$ cat config.mk
export PLATFORM = sky130hd
export DESIGN_NAME = iteiu_core
export DESIGN_NICKNAME = d
export VERILOG_FILES = /design/src/iteiu_pkg.sv /design/src/iteiu_link_if.sv /design/src/iteiu_edge_detect.sv /design/src/iteiu_interval_timer.sv /design/src/iteiu_core.sv
export SDC_FILE = /design/constraint.sdc
export NUM_CORES = 1
export LEC_CHECK = 0
export BUFFER_PORTS_ARGS = -buffer_cell sky130_fd_sc_hd__buf_2
export CAP_MARGIN = 10
export CORE_MARGIN = 2
export CORE_UTILIZATION = 35
export DETAILED_ROUTE_END_ITERATION = 8
export SLEW_MARGIN = 20
export SYNTH_ARGS = -nofsm -noshare
export SYNTH_HDL_FRONTEND = slang
export SYNTH_HIERARCHICAL = 1
export SYNTH_SLANG_ARGS = --single-unit
$ cat constraint.sdc
create_clock -name clk -period 3.5 [get_ports clk]
set_input_delay 0.175 -clock clk [delete_from_list [all_inputs] [get_ports clk]]
set_output_delay 0.175 -clock clk [all_outputs]
set_load 0.02 [all_outputs]
$ cat src/iteiu_pkg.sv
// Shared constants and types for the interval timer / edge interrupt unit.
// Assumes one clock domain and an 8-bit processor bus.
package iteiu_pkg;
  localparam int ADDR_W         = 7;
  localparam int DATA_W         = 8;
  localparam int ABIT_SECT      = 2;
  localparam int ABIT_TIMER_IEN = 3;
  localparam int ABIT_TIMER_WR  = 4;
  localparam int ABIT_EDGE_POL  = 0;
  localparam int ABIT_EDGE_IEN  = 1;
  localparam int ABIT_FLAG_RD   = 0;
  localparam int TIMER_FLAG_BIT = 7;
  localparam int EDGE_FLAG_BIT  = 6;
  localparam logic [1:0] REG_PA_OUT = 2'h0;
  localparam logic [1:0] REG_PA_DIR = 2'h1;
  localparam logic [1:0] REG_PB_OUT = 2'h2;
  localparam logic [1:0] REG_PB_DIR = 2'h3;
  localparam logic [7:0] RST_PORT     = 8'h00;
  localparam logic [7:0] RST_COUNT    = 8'h00;
  localparam logic [7:0] COUNT_WRAP   = 8'hff;
  localparam logic [9:0] RST_PRESCALE = 10'h000;
  localparam logic [9:0] PRE_LAST_1    = 10'h000;
  localparam logic [9:0] PRE_LAST_8    = 10'h007;
  localparam logic [9:0] PRE_LAST_64   = 10'h03f;
  localparam logic [9:0] PRE_LAST_1024 = 10'h3ff;
  localparam logic       RST_EDGE_POL = 1'b0;
  localparam logic       RST_IEN      = 1'b0;
  localparam logic       RST_LEVEL    = 1'b0;

  typedef enum logic {TMR_COUNT = 1'b0, TMR_EXPIRED = 1'b1} iteiu_tstate_t;
  localparam iteiu_tstate_t RST_TSTATE = TMR_EXPIRED;

  function automatic logic [9:0] iteiu_pre_last(input logic [1:0] sel);
    case (sel)
      2'h0:    iteiu_pre_last = PRE_LAST_1;
      2'h1:    iteiu_pre_last = PRE_LAST_8;
      2'h2:    iteiu_pre_last = PRE_LAST_64;
      default: iteiu_pre_last = PRE_LAST_1024;
    endcase
  endfunction
endpackage

$ cat src/iteiu_link_if.sv
// Carrier between the bus decoder and the timer and edge submodules.
// Strobes in here are one-cycle pulses in the clk domain.
`timescale 1ns/1ps
interface iteiu_link_if;
  logic       timer_load;
  logic [1:0] timer_sel;
  logic [7:0] timer_value;
  logic       timer_read;
  logic [7:0] timer_count;
  logic       timer_flag;
  logic       edge_level;
  logic       edge_rising;
  logic       edge_clear;
  logic       edge_flag;
  modport core_mp (output timer_load, timer_sel, timer_value, timer_read,
                   output edge_level, edge_rising, edge_clear,
                   input  timer_count, timer_flag, edge_flag);
  modport timer_mp (input timer_load, timer_sel, timer_value, timer_read,
                    output timer_count, timer_flag);
  modport edge_mp (input edge_level, edge_rising, edge_clear, output edge_flag);
endinterface

$ cat src/iteiu_edge_detect.sv
// Edge detector on the top port A line with a sticky flag.
// Assumes the level is synchronous to clk.
`timescale 1ns/1ps
module iteiu_edge_detect
  import iteiu_pkg::*;
(
  input wire logic      clk,
  input wire logic      reset_n,
  iteiu_link_if.edge_mp lnk
);
  logic level_reg, level_next;
  logic flag_reg, flag_next;
  logic hit;

  assign lnk.edge_flag = flag_reg;

  always_comb begin
    level_next = lnk.edge_level;
    hit        = lnk.edge_rising ? (lnk.edge_level & ~level_reg)
                                 : (~lnk.edge_level & level_reg);
    flag_next  = flag_reg;
    if (lnk.edge_clear) flag_next = 1'b0;
    // Set wins over a clear in the same cycle
    if (hit) flag_next = 1'b1;
  end

  always_ff @(posedge clk or negedge reset_n) begin
    if (!reset_n) begin
      level_reg <= RST_LEVEL;
      flag_reg  <= 1'b0;
    end else begin
      level_reg <= level_next;
      flag_reg  <= flag_next;
    end
  end
endmodule

$ cat src/iteiu_interval_timer.sv
// Interval timer: prescaled 8-bit down-counter with timeout flag.
// Assumes load and read strobes are one-cycle pulses from the decoder.
`timescale 1ns/1ps
module iteiu_interval_timer
  import iteiu_pkg::*;
(
  input wire logic       clk,
  input wire logic       reset_n,
  iteiu_link_if.timer_mp lnk
);
  iteiu_tstate_t state_reg, state_next;
  logic [7:0]    count_reg, count_next;
  logic [9:0]    pre_reg, pre_next;
  logic [1:0]    sel_reg, sel_next;
  logic          flag_reg, flag_next;
  logic          timeout;

  assign lnk.timer_count = count_reg;
  assign lnk.timer_flag  = flag_reg;

  always_comb begin
    state_next = state_reg;
    count_next = count_reg;
    pre_next   = pre_reg;
    sel_next   = sel_reg;
    flag_next  = flag_reg;
    timeout    = 1'b0;
    if (lnk.timer_load) begin
      count_next = lnk.timer_value;
      sel_next   = lnk.timer_sel;
      pre_next   = RST_PRESCALE;
      state_next = TMR_COUNT;
      flag_next  = 1'b0;
    end else begin
      case (state_reg)
        TMR_EXPIRED: count_next = count_reg - 8'h01;
        default: begin
          // One clock past zero gives the (N x div) + 1 total
          if (count_reg == 8'h00) begin
            timeout    = 1'b1;
            count_next = COUNT_WRAP;
            state_next = TMR_EXPIRED;
          end else if (pre_reg == iteiu_pre_last(sel_reg)) begin
            count_next = count_reg - 8'h01;
            pre_next   = RST_PRESCALE;
          end else begin
            pre_next = pre_reg + 10'h001;
          end
        end
      endcase
      if (lnk.timer_read) flag_next = 1'b0;
      if (timeout) flag_next = 1'b1;
    end
  end

  always_ff @(posedge clk or negedge reset_n) begin
    if (!reset_n) begin
      state_reg <= RST_TSTATE;
      count_reg <= RST_COUNT;
      pre_reg   <= RST_PRESCALE;
      sel_reg   <= 2'h0;
      flag_reg  <= 1'b0;
    end else begin
      state_reg <= state_next;
      count_reg <= count_next;
      pre_reg   <= pre_next;
      sel_reg   <= sel_next;
      flag_reg  <= flag_next;
    end
  end
endmodule

$ cat src/iteiu_core.sv
// Register section: select decode, port registers, timer and edge control.
// Assumes a synchronous 8-bit processor bus, one access per selected cycle.
`timescale 1ns/1ps
module iteiu_core
  import iteiu_pkg::*;
(
  input  wire logic              clk,
  input  wire logic              reset_n,
  input  wire logic              chip_enable_high,
  input  wire logic              chip_enable_low,
  input  wire logic              memory_select_n,
  input  wire logic              read_write,
  input  wire logic [ADDR_W-1:0] addr,
  input  wire logic [DATA_W-1:0] data_in,
  output      logic [DATA_W-1:0] data_out,
  output      logic              data_oe,
  output      logic              ram_select,
  input  wire logic [DATA_W-1:0] port_a_lines_in,
  output      logic [DATA_W-1:0] port_a_lines_out,
  output      logic [DATA_W-1:0] port_a_lines_oe,
  output      logic [DATA_W-1:0] port_b_lines_out,
  output      logic [DATA_W-1:0] port_b_lines_oe,
  output      logic              irq_n_out,
  output      logic              irq_n_oe
);
  iteiu_link_if lnk ();

  logic [7:0] pa_out_reg, pa_out_next;
  logic [7:0] pa_dir_reg, pa_dir_next;
  logic [7:0] pb_out_reg, pb_out_next;
  logic [7:0] pb_dir_reg, pb_dir_next;
  logic       timer_ien_reg, timer_ien_next;
  logic       edge_ien_reg, edge_ien_next;
  logic       edge_rising_reg, edge_rising_next;
  logic [7:0] dout_reg, dout_next;
  logic       doe_reg, doe_next;

  logic       chip_sel;
  logic       io_sel;
  logic       io_rd;
  logic       io_wr;
  logic       port_rd;
  logic       port_wr;
  logic       timer_wr;
  logic       timer_rd;
  logic       flag_rd;
  logic       edge_wr;
  logic       irq_active;
  logic [7:0] port_rdata;

  // Same index decode serves both reads and writes of the port registers
  function automatic logic is_port(input logic [ADDR_W-1:0] a, input logic [1:0] idx);
    is_port = !a[ABIT_SECT] && a[1:0] == idx;
  endfunction

  // Select and section decode
  assign chip_sel   = chip_enable_high & ~chip_enable_low;
  assign ram_select = chip_sel & ~memory_select_n;
  assign io_sel     = chip_sel & memory_select_n;
  assign io_rd      = io_sel & read_write;
  assign io_wr      = io_sel & ~read_write;
  assign port_rd    = io_rd & ~addr[ABIT_SECT];
  assign port_wr    = io_wr & ~addr[ABIT_SECT];
  assign timer_wr   = io_wr & addr[ABIT_SECT] & addr[ABIT_TIMER_WR];
  assign edge_wr    = io_wr & addr[ABIT_SECT] & ~addr[ABIT_TIMER_WR];
  assign timer_rd   = io_rd & addr[ABIT_SECT] & ~addr[ABIT_FLAG_RD];
  assign flag_rd    = io_rd & addr[ABIT_SECT] & addr[ABIT_FLAG_RD];

  // Strobes and levels to the submodules
  assign lnk.timer_load  = timer_wr;
  assign lnk.timer_sel   = addr[1:0];
  assign lnk.timer_value = data_in;
  assign lnk.timer_read  = timer_rd;
  assign lnk.edge_level  = port_a_lines_in[DATA_W-1];
  assign lnk.edge_rising = edge_rising_reg;
  assign lnk.edge_clear  = flag_rd;

  iteiu_interval_timer u_timer (
    .clk     (clk),
    .reset_n (reset_n),
    .lnk     (lnk.timer_mp)
  );

  iteiu_edge_detect u_edge (
    .clk     (clk),
    .reset_n (reset_n),
    .lnk     (lnk.edge_mp)
  );

  // Read mux for the port registers
  always_comb begin
    if (is_port(addr, REG_PA_OUT)) begin
      port_rdata = port_a_lines_in;
    end else if (is_port(addr, REG_PA_DIR)) begin
      port_rdata = pa_dir_reg;
    end else if (is_port(addr, REG_PB_OUT)) begin
      // Pins may be loaded down, so the register is the honest answer
      port_rdata = pb_out_reg;
    end else begin
      port_rdata = pb_dir_reg;
    end
  end

  // Register writes and control latches
  always_comb begin
    pa_out_next      = pa_out_reg;
    pa_dir_next      = pa_dir_reg;
    pb_out_next      = pb_out_reg;
    pb_dir_next      = pb_dir_reg;
    timer_ien_next   = timer_ien_reg;
    edge_ien_next    = edge_ien_reg;
    edge_rising_next = edge_rising_reg;
    if (port_wr) begin
      if (is_port(addr, REG_PA_OUT)) begin
        pa_out_next = data_in;
      end else if (is_port(addr, REG_PA_DIR)) begin
        pa_dir_next = data_in;
      end else if (is_port(addr, REG_PB_OUT)) begin
        pb_out_next = data_in;
      end else begin
        pb_dir_next = data_in;
      end
    end
    if (timer_wr || timer_rd) begin
      timer_ien_next = addr[ABIT_TIMER_IEN];
    end
    // Data lines are don't care for edge control
    if (edge_wr) begin
      edge_ien_next    = addr[ABIT_EDGE_IEN];
      edge_rising_next = addr[ABIT_EDGE_POL];
    end
  end

  // Read data is captured at the access edge and driven the next cycle
  always_comb begin
    dout_next = dout_reg;
    doe_next  = io_rd;
    if (port_rd) begin
      dout_next = port_rdata;
    end else if (timer_rd) begin
      dout_next = lnk.timer_count;
    end else if (flag_rd) begin
      dout_next = {lnk.timer_flag, lnk.edge_flag, 6'h00};
    end
  end

  always_ff @(posedge clk or negedge reset_n) begin
    if (!reset_n) begin
      pa_out_reg      <= RST_PORT;
      pa_dir_reg      <= RST_PORT;
      pb_out_reg      <= RST_PORT;
      pb_dir_reg      <= RST_PORT;
      timer_ien_reg   <= RST_IEN;
      edge_ien_reg    <= RST_IEN;
      edge_rising_reg <= RST_EDGE_POL;
      dout_reg        <= RST_PORT;
      doe_reg         <= 1'b0;
    end else begin
      pa_out_reg      <= pa_out_next;
      pa_dir_reg      <= pa_dir_next;
      pb_out_reg      <= pb_out_next;
      pb_dir_reg      <= pb_dir_next;
      timer_ien_reg   <= timer_ien_next;
      edge_ien_reg    <= edge_ien_next;
      edge_rising_reg <= edge_rising_next;
      dout_reg        <= dout_next;
      doe_reg         <= doe_next;
    end
  end

  // Port drivers follow the direction bits per line
  assign port_a_lines_out = pa_out_reg;
  assign port_a_lines_oe  = pa_dir_reg;
  assign port_b_lines_out = pb_out_reg;
  assign port_b_lines_oe  = pb_dir_reg;

  assign data_out = dout_reg;
  assign data_oe  = doe_reg;

  // Open drain: only ever pulls low, the pull-up lives off chip
  assign irq_active = (lnk.timer_flag & timer_ien_reg)
                    | (lnk.edge_flag & edge_ien_reg);
  assign irq_n_out  = 1'b0;
  assign irq_n_oe   = irq_active;
endmodule

**Word level (Yosys, flattened, before mapping)**

Index checks and enable logic that the tools add are counted.

- Bitwise operators: 29
- Equality and inequality tests: 7
- Add/subtract/negate cells: 2
- Reductions and logical operators: 17
- Muxes and demuxes: 29

Operator list:

| operator | number |
|---|---|
| $mux 8 | 10 |
| $mux 10 | 7 |
| $pmux 10 s3 | 1 |
| $and 1x1->1 | 17 |
| $mux 1 | 11 |
| $not 1->1 | 11 |
| $add 10x1->10 const B | 1 |
| $eq 10x10->1 | 1 |
| $logic_not 8->1 | 1 |
| $reduce_and 4->1 | 2 |
| $sub 8x1->8 const B | 1 |
| $reduce_bool 3->1 | 2 |
| $eq 2x1->1 const B | 2 |
| $eq 2x2->1 const B | 2 |
| $logic_not 2->1 | 2 |
| $ne 2x2->1 const B | 2 |
| $reduce_and 2->1 | 2 |
| $reduce_bool 4->1 | 1 |
| $logic_and 1x1->1 | 3 |
| $reduce_and 3->1 | 1 |
| $reduce_bool 2->1 | 1 |
| $logic_not 1->1 | 1 |
| $logic_or 1x1->1 | 1 |
| $or 1x1->1 | 1 |

- Input port bits: 29
- Output and inout bits: 44
- Logic and storage cells: 100
- Bits in registers: 68

**Depth between registers and ports, before layout**

Gate-level depths: netlist of run 1.

- Depth in word-level cells: 12
- Depth in mapped cells: 8
- Depth with buffers taken out: 7

**Modules after synthesis**

The synthesis of run 1 kept the hierarchy.

Modules (own cells, without submodules):

| module | area an instance (um^2) | sequential area each (um^2) | times used | cells each |
|---|---|---|---|---|
| iteiu_core | 2018.2 | 1101.1 | 1 | 169 |
| iteiu_interval_timer | 1367.6 | 551.8 | 1 | 143 |
| iteiu_edge_detect | 75.1 | 50.0 | 1 | 6 |

**Worst setup path after synthesis of run 1**

Ideal clock, no wire load.

- Path type: reg-to-reg
- Start: register u_timer.count_reg[0] (netlist: u_timer/lnk.timer_count[0])
- End: register u_timer.count_reg[0] (netlist: u_timer/lnk.timer_count[0])
- Required time: 3.376 ns
- Clock period less this slack: 1.925 ns
- Stages on the path, launching flop included: 9
- Path buffers: 1
- Setup time: 0.124 ns
- Arrival time: 1.801 ns
- Slack: 1.575 ns
- Cell sequence: dfrtp_1 -> inv_1 -> ha_1 -> nor3b_1 -> a21o_4 -> a31oi_2 -> buf_6 -> nor3_1 -> a211o_1

- Cells in the longest elaborated chain, start to end: 5
- Elaborated cells on any way between the ends: 7
- Classes of those cells: 1 x add/sub; 4 x mux; 2 x reduce/logical

RTL lines:

| item | line | RTL |
|---|---|---|
| start, declared | iteiu_interval_timer.sv:12 | `logic [7:0] count_reg, count_next;` |
| start signal, assigned | iteiu_interval_timer.sv:65 | `count_reg <= count_next;` |
| $sub 8x1->8 | iteiu_interval_timer.sv:36, iteiu_interval_timer.sv:44 |  |
| $mux 8 | iteiu_interval_timer.sv:43 | `end else if (pre_reg == iteiu_pre_last(sel_reg)) begin` |
| $mux 8 | iteiu_interval_timer.sv:39 | `if (count_reg == 8'h00) begin` |
| $mux 8 | iteiu_interval_timer.sv:35 | `case (state_reg)` |
| $mux 8 | iteiu_interval_timer.sv:28 | `if (lnk.timer_load) begin` |

Parallel ways exist; a longest one is shown, timed or not. The select of a mux whose other input is x is not followed.
A chain may end at the register's enable or synchronous reset.

**Final worst setup path of run 1**

- Start: register u_timer.count_reg[0] (netlist: u_timer/lnk.timer_count[0])
- End: register u_timer.count_reg[1] (netlist: u_timer/lnk.timer_count[1])

Same word-level chain as after synthesis.

==> results of run 1 <==
## layout make-up
type                       count  area (um^2)
clock buffer                  11          151
fill                         950         5520
clock inverter                 5         83.8
inverter                       8         30.0
timing repair buffer          74          388
multi-input combinational    228         1640
sequential                    68         1700
tap                          133          166
## power by group
part | switching [mW] | internal (mW) | total [mW] | leakage [nW]
combinational | 0.482 | 0.389 | 0.871 | 0.977
sequential | 0.217 | 0.979 | 1.20 | 0.851
clock | 0.314 | 0.441 | 0.755 | 0.112
total | 1.01 | 1.81 | 2.82 | 1.94
## what timing repair did
action                                 4_1_cts  5_1_grt
resized for setup                            0        0
hold buffers                                 2        0
endpoints found under the hold margin       24        0
## stage by stage
stage,worst slack [ns],std cells,hold WS [ns]
4_1_cts,1.01,527,0.0556
6_report,0.992,527,0.0664
3_3_place_gp,1.03,509,0.211
2_1_floorplan,1.57,318,-0.121
3_5_place_dp,1.02,509,0.221
5_1_grt,0.869,527,0.0711
## worst min path at each step
stage,start,to,slack (ns),cells past startpoint
2_1_floorplan,reset_n,data_oe,-0.12,0
3_3_place_gp,reset_n,u_timer/pre_reg[4],0.21,1
3_5_place_dp,reset_n,u_timer/pre_reg[5],0.22,1
4_1_cts,addr[3],timer_ien_reg,0.06,2
5_1_grt,addr[3],timer_ien_reg,0.07,2
6_report,addr[3],timer_ien_reg,0.07,2
## per-layer routing
| metal | GRT usage (%) | wire length (um) |
|---|---|---|
| met4 | 6.38 | 124 |
| met2 | 26.5 | 3910 |
| met3 | 3.29 | 470 |
| met5 | 0 | 0 |
| met1 | 25.3 | 4170 |
## placed cells by master (no fill, tap or decap), drive strengths merged, types with 6 or more instances in the layout
master   n
buf     72
dfrtp   67
mux2    40
nor2    40
nand2   22
a21oi   13
clkbuf  11
a31oi   11
o22ai    9
or4      9
inv      8
and3     7
o21ai    7
nand3    6
## cell families (layout without fill, tap and decap cells)
kind of cell	Yosys count	in the layout
and+or+nand+nor	114	114
DFF	68	68
muxes	41	41
other	1	1
AOI/OAI and AO/OA	67	67
xor gates and xnor gates	2	2
buffers and inverters	22	98
adders and majority gates	3	3
## critical path: stages (launching register included)
cell and delay (ns):
dfrtp_1 0.42, inv_1 0.11, ha_1 0.23, nor3b_1 0.20, a21o_4 0.27, a31oi_2 0.69
mux2_2 0.41, o21ai_1 0.10
==> flow_summary.yaml, run 1 <==
timing:
  min_period_ns: 2.51
  setup_tns_ns: 0
  final_max_slew_viol_count: 0
  fmax_mhz: 399
  setup_viol: 0
  tightest_slew_ns: 0.866
  rsz0062_at_grt: "false"
  relSlewSlack_pct: 42.1
  finalHoldViolCount: 0
  clock_skew_ns: 0.00904
  fin_crit_sh_pct: 71.7
synth:
  synth_warnings: 6
  synth_top_area_share_pct: 48.4
  synth_cells: 318
  yosysSeqAreaShare_pct: 49.2
  synth_mux_area_share_pct: 13.3
  yosys.area_share.simple_pct: 18.1
  synthFlopType: "dfrtp_1"
  syn_area_um2: 3460
  async_reset_ff_share_pct: 100
  syn_nets: 350
  synth_compound_area_share_pct: 14.3
  synthTopCellsByCount: "dfrtp_1, mux2_2, nor2_1"
  yosys.area_share.adder_pct: 1.08
  synth_top_cells_by_area: "dfrtp_1, mux2_2, nor2_1"
  ys_types: 66
  synth.most_common_cell: "dfrtp_1"
  synth_top_family_by_area: "simple AND/OR/NAND/NOR gates"
  synth_area_per_cell_um2: 10.9
  synth_edf_count: 0
  ys_seq_elements: 68
  synth_xor_area_share_pct: 0.506
  synth_top_cell_by_area: "dfrtp_1"
run:
  drv_cap: 0
worst_setup_path:
  ff2ff_setup_slack_ns: 0.99
  path_class: "reg2reg"
  worstReg2RegStart: "u_timer/lnk.timer_count[0]"
  reg2reg_to: "u_timer/lnk.timer_count[1]"
  cp.required_ns: 3.78
  startpoint: "u_timer/lnk.timer_count[0]"
  startpoint_type: "flip-flop"
  rr_worst_depth: 7
  cp_data_arrival_time_ns: 2.79
  endpoint: "u_timer/lnk.timer_count[1]"
  cp-end-kind: "flip-flop"
  cp_max_fo: 16
finish:
  largest_reg_flops: 10
  fin_util_pct: 43.0
  syn2layout_area_growth_pct: 20.3
  layout-drive-gt1-share_pct: 37.1
  final_area_um2: 4160
  antennaDiodeCount: 0
  nets: 421
placed_design:
  hpwl_mm: 6.38
  place_area_um2: 3910
  gp_congestion: 0.850
  portBuffers: 69
outcome:
  status: "finished clean"
floorplanning:
  ios: 73
  chipWidth_um: 103
  die-area_um2: 10700
  initial_utilization_pct: 35.7
  placementRows: 36
  core_um2: 9680
  die_h_um: 103
power:
  worst_ir_drop_vdd_mv: 0.353
  power_mw: 2.82
  p_leak_nw: 1.94
  power_density_nw_per_um2: 678
clocking:
  htree_levels: 3
  cts_tree: "yes"
  cts_made_buffers: 9
  clk_pin_slew_ns: 0.08
  clock_latency_ns: 0.35
  cts_setup_buffers: 0
  root_buffer: "clkbuf_8"
  max-clock-path-buffers: 2
  clock-sinks: 68
routing:
  drtIter0Drc: 171
  drtAntennaViolNets: 0
  avgViaCountPerCell: 5.28
  vias: 2785
  wl_per_cell_um: 16.5
  wl_mm: 8.67
  drc: 0
  firstDrtPassIters: 4
global_routing:
  antenna_found_initial: 0
  grt_pass1_wl_mm: 14.4
  grt_overflow: 0
  grt_max_degree: 29
  grt_pass1_vias: 2804
  grt_use_total_pct: 17.6
min_path:
  hp-class: "in2reg"
Power figures use the tool's default switching activity.
==> run 2: changes to the inputs <==
==> constraint.sdc (replaced) <==
create_clock -name clk -period 2.5 [get_ports clk]
set_input_delay 0.125 -clock clk [delete_from_list [all_inputs] [get_ports clk]]
set_output_delay 0.125 -clock clk [all_outputs]
set_load 0.02 [all_outputs]
==> flow_summary.yaml, run 2 (synthesized netlist as in run 1, its figures left out) <==
finish:
  layout-drive-gt1-share_pct: 38.2
  final_cell_mix: "buf_2, dfrtp_1, mux2_2"
  syn2layout_area_growth_pct: 22.2
  antennaDiodeCount: 0
  largest_reg_flops: 10
  fin_util_pct: 43.7
  mostFrequentLayoutCell: "buf_2"
  nets: 428
worst_setup_path:
  path_class: "reg2reg"
  cp_max_fo: 6
  startpoint_type: "flip-flop"
  cp.required_ns: 2.76
  cp_data_arrival_time_ns: 2.54
  cp-end-kind: "flip-flop"
clocking:
  root_buffer: "clkbuf_8"
  clk_pin_slew_ns: 0.07
  cts_tree: "yes"
  htree_levels: 3
  cts.repair.resized: 0
  clock-sinks: 68
  cts_made_buffers: 9
  cts_setup_buffers: 0
  ctsHoldBuffers: 2
  clock_latency_ns: 0.35
  max-clock-path-buffers: 2
routing:
  drtAntennaViolNets: 0
  drc: 0
  vias: 2766
  wl_mm: 8.77
  wl_per_cell_um: 16.4
  drtIter0Drc: 157
  avgViaCountPerCell: 5.18
  firstDrtPassIters: 4
timing:
  finalHoldViolCount: 0
  setup_viol: 0
  min_period_ns: 2.27
  final_max_slew_viol_count: 0
  relSlewSlack_pct: 52.0
  clock_skew_ns: 0.00777
  rsz0062_at_grt: "false"
  fmax_mhz: 440
  whs_ns: 0.0301
  fin_crit_sh_pct: 91.0
  tightest_slew_ns: 0.719
  setup_tns_ns: 0
global_routing:
  antenna_found_initial: 0
  grt_pass1_vias: 2784
  grt_max_degree: 41
  grt_overflow: 0
  grt_use_total_pct: 17.9
  grt_pass1_wl_mm: 14.5
outcome:
  status: "finished clean"
min_path:
  hp-class: "in2reg"
power:
  worst_ir_drop_vdd_mv: 0.497
  power_density_nw_per_um2: 948
  p_leak_nw: 1.98
  power_mw: 4.01
floorplanning:
  core_um2: 9680
  placementRows: 36
  die_h_um: 103
  chipWidth_um: 103
  initial_utilization_pct: 35.7
  die-area_um2: 10700
  ios: 73
placed_design:
  hpwl_mm: 6.53
  gp_congestion: 0.929
  portBuffers: 69
run:
  drv_cap: 0
-- run 2: report_power, final --
group,internal [mW],switching (mW)
clock,0.618,0.434
sequential,1.37,0.304
combinational,0.587,0.697
total,2.58,1.43
-- run 2: per-stage QoR --
| stage | std cells | setup slack [ns] | cell area [um^2] |
|---|---|---|---|
| 2_1_floorplan | 318 | 0.575 | 3460 |
| 3_3_place_gp | 516 | 0.331 | 3970 |
| 3_5_place_dp | 516 | 0.278 | 3970 |
| 4_1_cts | 534 | 0.251 | 4230 |
| 5_1_grt | 534 | 0.0703 | 4230 |
| 6_report | 534 | 0.226 | 4230 |
-- run 2: worst paths after layout --
path	from	to	slack (ns)	cells past startpoint
worst max-delay path	u_timer/lnk.timer_count[0]	u_timer/pre_reg[7]	0.23	8
worst min-delay path	addr[3]	timer_ien_reg	0.03	2
worst max register to register	u_timer/lnk.timer_count[0]	u_timer/pre_reg[7]	0.23	8
worst min register to register	u_edge/level_reg	u_edge/lnk.edge_flag	0.50	1
max in group asynchronous	reset_n	u_timer/state_reg	1.43	3
min in group asynchronous	reset_n	u_timer/pre_reg[4]	0.36	2
-- run 2: critical path, stage by stage (launching register included) --
cell	delay [ns]
dfrtp_1	0.42
inv_1	0.10
ha_1	0.23
nor3b_1	0.17
buf_4	0.16
a2111oi_2	0.46
nand3_1	0.15
or3_1	0.33
a21oi_1	0.17
-- run 2: area by class of cell --
cell class,instances,area [um^2]
clock inverter,5,83.8
fill,931,5460
tap,133,166
timing repair buffer,81,453
inverter,8,30.0
sequential,68,1700
clock buffer,11,151
multi-input combinational,228,1640
-- run 2: per-layer routing --
| metal | routed length, um | track usage [%] | part of all wire [%] | vias up |
|---|---|---|---|---|
| li1 | - | - | - | 1326 |
| met1 | 4080 | 24.5 | 47 | 1347 |
| met2 | 4070 | 27.7 | 46 | 87 |
| met3 | 572 | 5.65 | 6.5 | 6 |
| met4 | 51 | 4.55 | 0.58 | 0 |
| met5 | 0 | 0 | 0 | - |
==> run 3: changes to the inputs <==
--- a/config.mk
+++ b/config.mk
@@ -8,8 +8,9 @@
 export BUFFER_PORTS_ARGS = -buffer_cell sky130_fd_sc_hd__buf_2
 export CAP_MARGIN = 10
 export CORE_MARGIN = 2
-export CORE_UTILIZATION = 35
+export CORE_UTILIZATION = 55
 export DETAILED_ROUTE_END_ITERATION = 8
+export PLACE_DENSITY = 0.8
 export SLEW_MARGIN = 20
 export SYNTH_ARGS = -nofsm -noshare
 export SYNTH_HDL_FRONTEND = slang
==> flow_summary.yaml, run 3 (synthesized netlist as in run 1, its figures left out) <==
routing:
  drtAntennaViolNets: 0
  wl_mm: 8.37
  vias: 2808
  drc: 0
  drtIter0Drc: 269
  firstDrtPassIters: 4
  avgViaCountPerCell: 5.99
  wl_per_cell_um: 17.8
placed_design:
  place_inst: 453
  hpwl_mm: 5.91
  gp_congestion: 0.903
  portBuffers: 69
worst_setup_path:
  cp-end-kind: "flip-flop"
  rr_worst_depth: 7
  startpoint_type: "flip-flop"
  worstReg2RegStart: "u_timer/lnk.timer_count[0]"
  path_buf_inv: 1
  worstPathCellList: "inv_1 > ha_1 > nor3b_1 > a21o_4 > a31oi_4 > a311o_1 > a2bb2oi_2"
  cp.required_ns: 2.77
  cp_data_arrival_time_ns: 2.55
  reg2reg_to: "u_timer/lnk.timer_count[4]"
  ff2ff_setup_slack_ns: 0.22
  path_class: "reg2reg"
  crit_path_max_incr_delay_ns: 0.53
  cp_max_fo: 16
  critPathTopFamily: "compound AO/OA/AOI/OAI gates"
  slowest_stage: "nor3b_1"
  startpoint: "u_timer/lnk.timer_count[0]"
min_path:
  hold_start: "addr[3]"
  min_to: "timer_ien_reg"
  min_path_cells: 2
  hp-class: "in2reg"
clocking:
  htree_levels: 3
  clk_pin_slew_ns: 0.07
  max-clock-path-buffers: 2
  cts_made_buffers: 9
  cts_tree: "yes"
  clock-sinks: 68
  clock_latency_ns: 0.34
  cts_setup_buffers: 0
  root_buffer: "clkbuf_8"
timing:
  clock_skew_ns: 0.00794
  relSlewSlack_pct: 51.1
  tightest_slew_ns: 0.734
  finalHoldViolCount: 0
  rsz0062_at_grt: "false"
  final_max_slew_viol_count: 0
  fin_crit_sh_pct: 91.0
  setup_viol: 0
  setup_tns_ns: 0
  fmax_mhz: 439
  min_period_ns: 2.28
finish:
  final_cell_mix: "buf_2, dfrtp_1, mux2_2"
  layout-drive-gt1-share_pct: 37.1
  syn2layout_area_growth_pct: 17.9
  antennaDiodeCount: 0
  largest_reg_flops: 10
  mostFrequentLayoutCell: "buf_2"
  fin_cells: 469
  nets: 423
run:
  drv_cap: 0
floorplanning:
  ios: 73
  die-area_um2: 6940
  chipWidth_um: 83.3
  core_um2: 5990
  die_h_um: 83.3
  placementRows: 28
  initial_utilization_pct: 57.8
power:
  switchingPower_mw: 1.43
  power_density_nw_per_um2: 940
  swShare_pct: 37.2
  p_leak_nw: 1.94
  power_frac_seq_pct: 43.9
  worst_ir_drop_vdd_mv: 0.473
  intPower_mw: 2.41
  comb_power_share_pct: 33.1
  clkPwrFrac_pct: 23.0
outcome:
  status: "finished clean"
global_routing:
  grt_pass1_vias: 2793
  grt_overflow: 0
  grt_pass1_wl_mm: 14.0
  antenna_found_initial: 0
  grt_max_degree: 39
  grt_use_total_pct: 25.4
==> run 3: cell types whose count changed in the layout (fill, tap and decap cells not counted) <==
cell and change:
buf_4 -5, a31oi_2 -1, a31oi_4 +1, bufinv_16 -1
clkbuf_8 -1, clkinv_2 +1, clkinvlp_4 -1
==> run 3: layer usage <==
layer	up-vias	share of wire, %	GRT usage, %
li1	1308	-	-
met1	1397	44	33.2
met2	91	49	40.7
met3	12	6.3	7.55
met4	0	1.3	8.20
met5	-	0	0
==> run 3: final cells by class <==
| type | count | area, um^2 |
|---|---|---|
| Multi-Input combinational cell | 228 | 1650 |
| Fill cell | 455 | 1910 |
| Tap cell | 75 | 93.8 |
| Timing Repair Buffer | 76 | 415 |
| Inverter | 8 | 30.0 |
| Clock buffer | 10 | 138 |
| Clock inverter | 4 | 51.3 |
| Sequential cell | 68 | 1700 |
==> run 3: repair_timing <==
item / 4_1_cts / 5_1_grt
hold buffers: 2 / 0
resized for setup: 0 / 1
hold endpoints to repair: 31 / 0
endpoints found under the setup margin: 0 / 1
==> run 3: per-stage QoR <==
| step | cell area [um^2] | hold slack (ns) | total power [mW] | setup WS, ns | util [%] |
|---|---|---|---|---|---|
| final | 4080 | 0.0131 | 3.84 | 0.224 | 68.1 |
| after global placement | 3860 | 0.219 | 2.86 | 0.161 | 64.5 |
| after floorplan | 3460 | -0.171 | 2.55 | 0.575 | - |
| after CTS | 4070 | 0.00626 | 3.82 | 0.0440 | 68.0 |
| after detailed placement | 3860 | 0.230 | 2.91 | 0.0938 | 64.5 |
| after global routing | 4080 | 0.0204 | 4.07 | 0.119 | 68.1 |
==> run 3: worst max path at each step <==
stage	to	slack [ns]	depth (start not counted)
finish	u_timer/lnk.timer_count[4]	0.22	7
global route	u_timer/lnk.timer_count[4]	0.12	7
CTS	u_timer/lnk.timer_count[1]	0.04	7
detailed placement	u_timer/lnk.timer_count[1]	0.09	7
global placement	u_timer/lnk.timer_count[1]	0.16	7
floorplan	u_timer/lnk.timer_count[0]	0.57	8
==> run 3: power groups by stage <==
stage	Combinational, mW	Sequential (mW)	Clock [mW]
3_3_place_gp	1.18	1.68	0
6_report	1.27	1.68	0.884
5_1_grt	1.39	1.73	0.957
3_5_place_dp	1.23	1.69	0
2_1_floorplan	0.798	1.75	0
4_1_cts	1.24	1.68	0.898
